--- src/rtl/power_save_pkg.sv ---
// Constants and types shared by the power-save controller.
package power_save_pkg;
    // =========================================================
    // Widths and timing
    // =========================================================
    localparam int          WAKE_W          = 8;
    localparam int          IDLE_INTERVAL_SELECT_REG_W          = 3;
    localparam int          IDLE_CNT_W      = 16;
    localparam int          DIV_W           = 4;
    localparam logic [3:0]  CYCLE_DIVIDE    = 4'hA;
    localparam logic [3:0]  DIV_LAST        = 4'h9;
    localparam logic [8:0]  STARTUP_COUNT   = 9'h100;
    localparam logic [15:0] IDLE_RESET_VAL  = 16'h0000;
    localparam logic [2:0]  IDLE_INTERVAL_SELECT_REG_RESET      = 3'h0;
    localparam int          IRQ_TAP_BIT     = 12;
    localparam int          IDLE_INTERVAL_SELECT_REG_TOP_BIT    = 2;
    localparam int          INTERRUPT_CONTROL_REG_PND_BIT  = 5;
    localparam int          INTERRUPT_CONTROL_REG_EN_BIT   = 4;
    localparam int          TAP_BASE        = 11;
    localparam logic [1:0]  TAP_TOP_SEL     = 2'h3;

    // =========================================================
    // Sequencer states
    // =========================================================
    typedef enum logic [2:0] {
        ST_RUN     = 3'b000,
        ST_HALT    = 3'b001,
        ST_STARTUP = 3'b011,
        ST_RESYNC  = 3'b010,
        ST_IDLE    = 3'b100
    } ps_state_t;

    // Returns the bit index of the idle period tap for a select code.
    function automatic logic [3:0] tap_index(input logic [2:0] sel);
        logic [1:0] low;
        low = sel[IDLE_INTERVAL_SELECT_REG_TOP_BIT] ? TAP_TOP_SEL + 2'h0 : sel[1:0];
        if (sel[IDLE_INTERVAL_SELECT_REG_TOP_BIT]) begin
            tap_index = 4'(TAP_BASE) + 4'h4 + 4'h0;
        end else begin
            tap_index = 4'(TAP_BASE) + {2'h0, low};
        end
    endfunction
endpackage

--- src/rtl/cycle_divider.sv ---
// Oscillator-to-instruction-cycle divider.
`timescale 1ns/100ps
`default_nettype none
module cycle_divider
    import power_save_pkg::*;
(
    input  wire logic i_clk,
    input  wire logic i_rst,
    input  wire logic i_ce,
    input  wire logic i_run,
    output logic      o_tick
);
    logic [DIV_W-1:0] count;
    logic [DIV_W-1:0] next_count;
    logic             next_tick;

    // =========================================================
    // Divide by ten
    // =========================================================
    always_comb begin
        next_count = count;
        next_tick  = 1'b0;
        if (i_run) begin
            if (count == DIV_LAST) begin
                next_count = '0;
                next_tick  = 1'b1;
            end else begin
                next_count = count + 4'h1;
            end
        end
    end

    always_ff @(posedge i_clk) begin
        if (i_rst) begin
            count  <= '0;
            o_tick <= 1'b0;
        end else if (i_ce) begin
            count  <= next_count;
            o_tick <= next_tick;
        end
    end

    property p_div_ten;
        @(posedge i_clk) disable iff (i_rst)
        (i_ce && o_tick && i_run) |-> ##1 !o_tick;
    endproperty
    a_div_ten: assert property (p_div_ten)
        else $error("Divider tick repeated.");
endmodule
`default_nettype wire

--- src/rtl/halt_idle_power_save_control.sv ---
// Power-save sequencer: full-stop and idle modes with wakeup and start-up.
//
// Summary of operation
// - Stop-request flag write enters full-stop mode.
// - Full-stop stops clocks, timers, supervisory detector.
// - Enabled clock monitor flags fault during full-stop.
// - Enabled wakeup edge leaves full-stop mode.
// - Rising oscillator output pin leaves full-stop with RC clock option.
// - Reset pin low leaves full-stop mode.
// - Start-up delay loads 256, then enables clocks.
// - Instruction clock is oscillator divided by ten.
// - RC start-up delay follows select bit; reset clears.
// - Stop disabled by option: flag stays zero.
// - State kept in both modes except idle timer.
// - Idle flag stops all but oscillator-side timers.
// - Reset or wakeup edge leaves idle mode.
// - Idle exits on selected interval timer period.
// - Bit twelve transition raises gated timer request.
// - Enabled timer interrupt serviced before resuming.
// - Disabled timer interrupt resumes after idle entry.
// - Interval timer free running, no software access.
// - Reset clears interval select to shortest tap.
// - Select codes map to 4096..65536 cycles.
// - Pending and enable bits five, four; global gate.
// - Refuse full-stop while wakeup enabled and pending.
`timescale 1ns/100ps
`default_nettype none
module halt_idle_power_save_control
    import power_save_pkg::*;
(
    input  wire logic                i_clk,
    input  wire logic                i_rst,
    input  wire logic                i_ce,
    input  wire logic                i_reset_pin_n,
    input  wire logic                i_halt_option_enable,
    input  wire logic                i_rc_clock_option,
    input  wire logic                i_stop_request_port_bit_wr,
    input  wire logic                i_idle_request_port_bit_wr,
    input  wire logic                i_startup_delay_select_wr,
    input  wire logic                i_startup_delay_select_val,
    input  wire logic                i_interval_select_wr,
    input  wire logic [IDLE_INTERVAL_SELECT_REG_W-1:0]   i_interval_select_field,
    input  wire logic                i_idle_timer_irq_enable,
    input  wire logic                i_idle_timer_irq_pending_clr,
    input  wire logic                i_global_irq_enable,
    input  wire logic                i_clock_monitor_enable,
    input  wire logic [WAKE_W-1:0]   i_wakeup_pending_flags,
    input  wire logic [WAKE_W-1:0]   i_wakeup_enable_flags,
    input  wire logic                i_oscillator_output_pin,
    output logic                     o_stop_request_port_bit,
    output logic                     o_idle_request_port_bit,
    output logic                     o_startup_delay_select,
    output logic [IDLE_INTERVAL_SELECT_REG_W-1:0]        o_interval_select_field,
    output logic [7:0]               o_interrupt_control_reg,
    output logic                     o_idle_timer_irq,
    output logic                     o_core_clock_enable,
    output logic                     o_timers_enable,
    output logic                     o_oscillator_enable,
    output logic                     o_supervisor_enable,
    output logic                     o_supervisor_fault_output_n,
    output logic                     o_halted,
    output logic                     o_idling
);
    // =========================================================
    // Pin synchronisers and instruction-cycle divider
    // =========================================================
    logic       reset_pin_low_s;
    logic       osc_pin_s;
    logic       osc_pin_d;
    logic       tick;
    logic       div_run;

    pin_sync #(
        .W      (2)
    ) u_sync (
        .i_clk  (i_clk),
        .i_rst  (i_rst),
        .i_ce   (i_ce),
        .i_pin  ({~i_reset_pin_n, i_oscillator_output_pin}),
        .o_sync ({reset_pin_low_s, osc_pin_s})
    );

    cycle_divider u_div (
        .i_clk  (i_clk),
        .i_rst  (i_rst),
        .i_ce   (i_ce),
        .i_run  (div_run),
        .o_tick (tick)
    );

    // =========================================================
    // State
    // =========================================================
    ps_state_t             state;
    ps_state_t             next_state;
    logic [IDLE_CNT_W-1:0] idle_cnt;
    logic [IDLE_CNT_W-1:0] next_idle_cnt;
    logic [8:0]            start_cnt;
    logic [8:0]            next_start_cnt;
    logic                  stop_flag;
    logic                  next_stop_flag;
    logic                  idle_flag;
    logic                  next_idle_flag;
    logic                  dly_sel;
    logic                  next_dly_sel;
    logic [IDLE_INTERVAL_SELECT_REG_W-1:0]     interval_select_field;
    logic [IDLE_INTERVAL_SELECT_REG_W-1:0]     next_interval_select_field;
    logic                  pend;
    logic                  next_pend;
    logic                  tap_prev;
    logic                  next_tap_prev;
    logic                  wake_hit;
    logic                  osc_rise;
    logic                  period_hit;
    logic                  need_delay;
    logic [IDLE_CNT_W-1:0] period_mask;
    logic                  reset_hold;

    assign reset_hold = reset_pin_low_s;
    assign wake_hit   = |(i_wakeup_pending_flags & i_wakeup_enable_flags);
    assign osc_rise   = osc_pin_s && !osc_pin_d && i_rc_clock_option;
    assign period_mask = '1 >> (4'(IDLE_CNT_W - 1) - tap_index(interval_select_field));
    assign period_hit = tick
                        && ((idle_cnt & period_mask) == period_mask);
    assign need_delay = !i_rc_clock_option || dly_sel;
    // Oscillator divider stops only while halted, keeping the idle timer.
    assign div_run    = (state != ST_HALT);

    // =========================================================
    // Next-state logic
    // =========================================================
    always_comb begin
        next_state     = state;
        next_start_cnt = start_cnt;
        next_stop_flag = stop_flag;
        next_idle_flag = idle_flag;
        next_dly_sel   = dly_sel;
        next_interval_select_field     = interval_select_field;
        next_idle_cnt  = idle_cnt;
        next_pend      = pend;
        next_tap_prev  = tap_prev;
        if (tick && state != ST_STARTUP) begin
            next_idle_cnt = idle_cnt + 16'h1;
        end
        if (i_startup_delay_select_wr) begin
            next_dly_sel = i_startup_delay_select_val;
        end
        if (i_interval_select_wr) begin
            next_interval_select_field = i_interval_select_field;
        end
        next_tap_prev = idle_cnt[IRQ_TAP_BIT];
        if (i_idle_timer_irq_pending_clr) begin
            next_pend = 1'b0;
        end
        if (idle_cnt[IRQ_TAP_BIT] != tap_prev) begin
            next_pend = 1'b1;
        end
        case (state)
            ST_RUN: begin
                if (i_stop_request_port_bit_wr && i_halt_option_enable
                    && !wake_hit) begin
                    next_stop_flag = 1'b1;
                    next_state     = ST_HALT;
                end else if (i_idle_request_port_bit_wr) begin
                    next_idle_flag = 1'b1;
                    next_state     = ST_IDLE;
                end
            end
            ST_IDLE: begin
                if (wake_hit || period_hit) begin
                    next_idle_flag = 1'b0;
                    next_state     = ST_RESYNC;
                end
            end
            ST_HALT: begin
                if (wake_hit || osc_rise) begin
                    next_stop_flag = 1'b0;
                    if (need_delay) begin
                        next_start_cnt = STARTUP_COUNT;
                        next_state     = ST_STARTUP;
                    end else begin
                        next_state = ST_RESYNC;
                    end
                end
            end
            ST_STARTUP: begin
                if (tick) begin
                    next_start_cnt = start_cnt - 9'h1;
                    if (start_cnt == 9'h1) begin
                        next_state = ST_RESYNC;
                    end
                end
            end
            ST_RESYNC: begin
                next_state = ST_RUN;
            end
            default: begin
                next_state = ST_RUN;
            end
        endcase
        if (reset_hold) begin
            next_state     = ST_RUN;
            next_stop_flag = 1'b0;
            next_idle_flag = 1'b0;
            next_dly_sel   = 1'b0;
            next_interval_select_field     = IDLE_INTERVAL_SELECT_REG_RESET;
            next_pend      = 1'b0;
        end
    end

    always_ff @(posedge i_clk) begin
        if (i_rst) begin
            state     <= ST_RUN;
            start_cnt <= '0;
            stop_flag <= 1'b0;
            idle_flag <= 1'b0;
            dly_sel   <= 1'b0;
            interval_select_field     <= IDLE_INTERVAL_SELECT_REG_RESET;
            idle_cnt  <= IDLE_RESET_VAL;
            pend      <= 1'b0;
            tap_prev  <= 1'b0;
            osc_pin_d <= 1'b0;
        end else if (i_ce) begin
            state     <= next_state;
            start_cnt <= next_start_cnt;
            stop_flag <= next_stop_flag;
            idle_flag <= next_idle_flag;
            dly_sel   <= next_dly_sel;
            interval_select_field     <= next_interval_select_field;
            idle_cnt  <= next_idle_cnt;
            pend      <= next_pend;
            tap_prev  <= next_tap_prev;
            osc_pin_d <= osc_pin_s;
        end
    end

    // =========================================================
    // Registered outputs
    // =========================================================
    always_ff @(posedge i_clk) begin
        if (i_rst) begin
            o_stop_request_port_bit     <= 1'b0;
            o_idle_request_port_bit     <= 1'b0;
            o_startup_delay_select      <= 1'b0;
            o_interval_select_field     <= IDLE_INTERVAL_SELECT_REG_RESET;
            o_interrupt_control_reg     <= 8'h00;
            o_idle_timer_irq            <= 1'b0;
            o_core_clock_enable         <= 1'b1;
            o_timers_enable             <= 1'b1;
            o_oscillator_enable         <= 1'b1;
            o_supervisor_enable         <= 1'b1;
            o_supervisor_fault_output_n <= 1'b1;
            o_halted                    <= 1'b0;
            o_idling                    <= 1'b0;
        end else if (i_ce) begin
            o_stop_request_port_bit <= next_stop_flag;
            o_idle_request_port_bit <= next_idle_flag;
            o_startup_delay_select  <= next_dly_sel;
            o_interval_select_field <= next_interval_select_field;
            o_interrupt_control_reg <= 8'h00;
            o_interrupt_control_reg[INTERRUPT_CONTROL_REG_PND_BIT] <= next_pend;
            o_interrupt_control_reg[INTERRUPT_CONTROL_REG_EN_BIT]  <=
                i_idle_timer_irq_enable;
            o_idle_timer_irq <= next_pend && i_idle_timer_irq_enable
                                && i_global_irq_enable;
            o_core_clock_enable <= (next_state == ST_RUN);
            o_timers_enable     <= (next_state == ST_RUN)
                                   || (next_state == ST_RESYNC);
            o_oscillator_enable <= (next_state != ST_HALT);
            o_supervisor_enable <= (next_state != ST_HALT)
                                   && (next_state != ST_STARTUP);
            o_supervisor_fault_output_n <= !(i_clock_monitor_enable
                && (next_state == ST_HALT));
            o_halted <= (next_state == ST_HALT);
            o_idling <= (next_state == ST_IDLE);
        end
    end

    // =========================================================
    // Assertions
    // =========================================================
    property p_halt_refused;
        @(posedge i_clk) disable iff (i_rst)
        (i_ce && state == ST_RUN && wake_hit && !reset_hold)
            |=> (state != ST_HALT);
    endproperty
    a_halt_refused: assert property (p_halt_refused)
        else $error("Full-stop entered with wakeup pending.");

    property p_option_off;
        @(posedge i_clk) disable iff (i_rst)
        !i_halt_option_enable |-> ##1 !stop_flag || $past(stop_flag);
    endproperty
    a_option_off: assert property (p_option_off)
        else $error("Stop flag set with option disabled.");

    property p_fault_in_halt;
        @(posedge i_clk) disable iff (i_rst)
        (state == ST_HALT && i_clock_monitor_enable && $past(i_ce))
            |-> !o_supervisor_fault_output_n || !$past(i_clock_monitor_enable);
    endproperty
    a_fault_in_halt: assert property (p_fault_in_halt)
        else $error("Clock fault not shown during full-stop.");

    property p_startup_load;
        @(posedge i_clk) disable iff (i_rst)
        (i_ce && state == ST_HALT && next_state == ST_STARTUP)
            |=> (start_cnt == STARTUP_COUNT);
    endproperty
    a_startup_load: assert property (p_startup_load)
        else $error("Start-up count not loaded with 256.");

    property p_no_clock_startup;
        @(posedge i_clk) disable iff (i_rst)
        (state == ST_STARTUP && !reset_hold)
            |=> !o_core_clock_enable || !$past(i_ce);
    endproperty
    a_no_clock_startup: assert property (p_no_clock_startup)
        else $error("Clocks routed during start-up.");

    property p_reset_exit;
        @(posedge i_clk) disable iff (i_rst)
        (i_ce && reset_hold) |=> (state == ST_RUN) && (interval_select_field == IDLE_INTERVAL_SELECT_REG_RESET);
    endproperty
    a_reset_exit: assert property (p_reset_exit)
        else $error("Reset pin did not return to run.");

    property p_idle_exit_clears;
        @(posedge i_clk) disable iff (i_rst)
        (i_ce && state == ST_IDLE && wake_hit) |=> !idle_flag;
    endproperty
    a_idle_exit_clears: assert property (p_idle_exit_clears)
        else $error("Idle flag not cleared on wakeup.");

    property p_halt_stops;
        @(posedge i_clk) disable iff (i_rst)
        (o_halted) |-> !o_timers_enable && !o_supervisor_enable;
    endproperty
    a_halt_stops: assert property (p_halt_stops)
        else $error("Activity running during full-stop.");
endmodule
`default_nettype wire

--- src/rtl/pin_sync.sv ---
// Two-flop synchroniser for a bus of pin inputs.
`timescale 1ns/100ps
`default_nettype none
module pin_sync
    import power_save_pkg::*;
#(
    parameter int W = 1
) (
    input  wire logic         i_clk,
    input  wire logic         i_rst,
    input  wire logic         i_ce,
    input  wire logic [W-1:0] i_pin,
    output logic      [W-1:0] o_sync
);
    logic [W-1:0] meta;

    always_ff @(posedge i_clk) begin
        if (i_rst) begin
            meta   <= '0;
            o_sync <= '0;
        end else if (i_ce) begin
            meta   <= i_pin;
            o_sync <= meta;
        end
    end
endmodule
`default_nettype wire

--- config.mk ---
export PLATFORM = sky130hd
export DESIGN_NAME = halt_idle_power_save_control
export DESIGN_NICKNAME = d
export VERILOG_FILES = /design/src/rtl/power_save_pkg.sv /design/src/rtl/cycle_divider.sv /design/src/rtl/halt_idle_power_save_control.sv /design/src/rtl/pin_sync.sv
export SDC_FILE = /design/constraint.sdc
export NUM_CORES = 1
export LEC_CHECK = 0
export ABC_AREA = 1
export BUFFER_PORTS_ARGS = -buffer_cell sky130_fd_sc_hd__buf_2
export CAP_MARGIN = 20
export CORE_ASPECT_RATIO = 1.4
export CORE_MARGIN = 4
export CORE_UTILIZATION = 40
export CTS_CLUSTER_DIAMETER = 50
export DETAILED_ROUTE_END_ITERATION = 7
export GPL_TIMING_DRIVEN = 0
export PLACE_DENSITY = 0.7
export REMOVE_ABC_BUFFERS = 1
export SLEW_MARGIN = 25
export SYNTH_ARGS = -nofsm -noshare
export SYNTH_HDL_FRONTEND = slang
export SYNTH_SLANG_ARGS = --single-unit
--- constraint.sdc ---
create_clock -name i_clk -period 1.4 [get_ports i_clk]
set_clock_uncertainty 0.05 [all_clocks]
set_input_delay 0.14 -clock i_clk [delete_from_list [all_inputs] [get_ports i_clk]]
set_output_delay 0.14 -clock i_clk [all_outputs]
set_load 0.01 [all_outputs]
==> impl_metrics.json <==
{
  "finalHoldViolations": 1,
  "synth_cell_type_count": 38,
  "drtIter0Drc": 95,
  "yosysSeqAreaShare_pct": 40.2,
  "p_per_area_nw_per_um2": 763,
  "wire_per_inst_um": 12.9,
  "cp-end-kind": "flip-flop",
  "h-tree-depth": 2,
  "worstPathRequired_ps": 1600,
  "hp-class": "in2reg",
  "netlist_instances": 392,
  "cts_buffer_depth": 2,
  "worst_pin_slew_ps": 624,
  "synth_edf_count": 0,
  "first_global_vias": 2708,
  "max_freq_mhz": 578,
  "period_minus_slack_ps": 1730,
  "gp_congestion": 0.814,
  "wirelength_um": 7310,
  "setup.worst_path.class": "reg2reg",
  "cts_tree": "built",
  "cts_sinks": 55,
  "violations": "hold timing, setup timing",
  "start_util_pct": 41.5,
  "vias": 2788,
  "grt_usage_pct": 16.7,
  "ys_async_sr_fraction_pct": 0,
  "drtAntennaViolNets": 0,
  "power_uw": 2960,
  "startpoint_type": "flip-flop",
  "rsz0062_at_grt": "true",
  "num_io_pins": 57,
  "gr-total-overflow": 0,
  "p_int_uw": 2170,
  "final_cells": 565,
  "rr_startpoint": "o_interval_select_field[2]$_SDFFE_PP0P_",
  "r2r_slack_ps": -330,
  "switching_share_pct": 26.9,
  "cp_max_fo": 4,
  "chipWidth_um": 78.0,
  "cts-root-buf": "clkbuf_8",
  "tns_ps": -5670,
  "timing.final.crit_share_pct": 124,
  "yosysWarnings": 0,
  "place_hpwl_um": 4480,
  "finalSetupViolCount": 35,
  "cap_violations": 0,
  "antenna_cells": 0,
  "ir_drop_mv": 0.622,
  "fin_nets": 511,
  "die_h_um": 106,
  "fp.coreArea_um2": 6610,
  "ys_seq_elements": 55,
  "whs_endpoint": "u_sync.meta[0]$_SDFFE_PP0P_",
  "final_cell_mix": "nand2_1, buf_2, inv_1, dfxtp_1, nor2_1",
  "worstSkewPairLatency_ps": 310,
  "p_seq_share_pct": 55.3,
  "arrival_ps": 1930,
  "hold_start": "i_oscillator_output_pin",
  "stdcell_area_um2": 3880,
  "via_per_inst": 4.93,
  "cts-buffers-inserted": 5,
  "holdWs_ps": -0.551,
  "combPwrFrac_pct": 13.4,
  "synth_ff_type": "dfxtp_1",
  "largest_reg_flops": 16,
  "area_growth_pct": 41.6,
  "fin_ws_ps": -329,
  "pwr-share-clk_pct": 31.4,
  "drive_gt1_share_pct": 42.3,
  "dr.pass1.iters": 5,
  "fin_util_pct": 58.7,
  "antenna_found_initial": 0,
  "switching_power_uw": 797,
  "slew_headroom_pct": 58.4,
  "netlist_area_um2": 2740,
  "final_common_cell": "nand2_1",
  "grt_pass1_wl_um": 11500,
  "leakagePower_uw": 0.00162,
  "dpl_cell_area_um2": 3030,
  "drc": 0,
  "run_status": "finished with violations",
  "path_clk_slew_ps": 100,
  "grt_max_degree": 30,
  "rows": 35,
  "rr_endpoint": "o_core_clock_enable$_SDFFE_PP1P_",
  "postSynthAreaPerCell_um2": 6.99,
  "reg_top3": "idle_cnt x16, start_cnt x9, u_div.count x4",
  "top_register": "idle_cnt",
  "dpl.cell_count": 522,
  "reg2reg_depth": 13,
  "portBuffers": 50,
  "die-area_um2": 8260,
  "whs_path_depth": 3,
  "slew_viol_final": 0
}
==> power groups by stage <==
stage	sequential, uW	combinational, uW	clock (uW)
detailed placement	1670	308	0
floorplan	1680	168	0
CTS	1640	357	940
global route	1640	442	1000
global placement	1670	300	0
finish	1640	396	930
==> stage by stage <==
stage	setup WS (ps)	hold slack, ps
floorplan	-225	159
global route	-471	15.1
CTS	-220	1.30
detailed placement	-444	291
global placement	-401	287
finish	-329	-0.551
==> how the worst max path moves through the flow <==
stage                     slack (ps)                                       end                               startpoint  cells after the start
final                           -330          o_core_clock_enable$_SDFFE_PP1P_  o_interval_select_field[2]$_SDFFE_PP0P_                     13
after global routing            -470          o_core_clock_enable$_SDFFE_PP1P_  o_interval_select_field[2]$_SDFFE_PP0P_                     11
after CTS                       -220                 idle_cnt[15]$_SDFFE_PP0P_                    state[2]$_SDFFE_PP0P_                      9
after detailed placement        -440  o_supervisor_fault_output_n$_SDFFE_PP1P_  o_interval_select_field[2]$_SDFFE_PP0P_                     14
after global placement          -400  o_supervisor_fault_output_n$_SDFFE_PP1P_  o_interval_select_field[2]$_SDFFE_PP0P_                     12
after floorplan                 -220  o_supervisor_fault_output_n$_SDFFE_PP1P_  o_interval_select_field[2]$_SDFFE_PP0P_                     12
==> routing by layer <==
| metal | track usage (%) | share of wire, % | vias up |
|---|---|---|---|
| met2 | 32.4 | 54 | 63 |
| li1 | - | - | 1402 |
| met1 | 18.3 | 39 | 1306 |
| met5 | 0 | 0 | - |
| met3 | 2.63 | 5.8 | 17 |
| met4 | 5.00 | 1.8 | 0 |
==> Yosys cell counts (2+ instances only) <==
cell,count,share of area [%]
nor3_1,5,0.91
o21bai_1,2,0.55
dfxtp_1,55,40
nand2_1,82,11
buf_2,2,0.37
ha_1,4,1.8
buf_4,7,1.9
clkbuf_1,7,0.96
nand3_1,21,3.8
nand4_1,5,1.1
nand2_2,4,0.91
nor2_1,53,7.3
nor2_4,3,1.2
nor2_2,3,0.68
xnor2_1,2,0.64
inv_1,45,6.2
a21oi_1,33,6.0
o21ai_0,30,5.5
or2_2,2,0.46
xor2_1,7,2.2
a211oi_1,2,0.55
and3_1,2,0.46
==> critical path: stages (launching register included) <==
cell and delay, ps:
dfxtp_4 380, nor2_4 80, ha_2 170, nand2_2 60, nand2_1 70, nand2_1 60
nor2_2 90, nand3_2 110, buf_4 160, nand3_1 90, nand2_2 70, nand2_1 70
nand3_1 80, o21ai_1 130
==> cells by family after synthesis <==
kind of cell | after synthesis | share of synthesized area (%)
buffers and inverters | 64 | 9.90
xor gates and xnor gates | 9 | 2.88
adders and majority gates | 4 | 1.83
and+or+nand+nor | 187 | 31.2
AOI/OAI and AO/OA | 72 | 13.9
DFF | 55 | 40.2
other | 1 | 0.137
==> layout make-up <==
cell class / count / area [um^2]
Timing Repair inverter: 1 / 7.51
Tap cell: 92 / 115
Multi-Input combinational cell: 278 / 1740
Fill cell: 601 / 2730
Timing Repair Buffer: 84 / 586
Sequential cell: 55 / 1140
Inverter: 47 / 201
Clock buffer: 7 / 86.3
Clock inverter: 1 / 8.76
==> repair_timing <==
item	4_1_cts	5_1_grt
gates resized for setup	81	69
cloned	0	1
hold buffers	1	0
pin swaps	27	32
endpoints found under the hold margin	1	0
setup endpoints to repair	36	40
setup buffers	20	14
No activity file was read; power rests on OpenSTA's default activity.
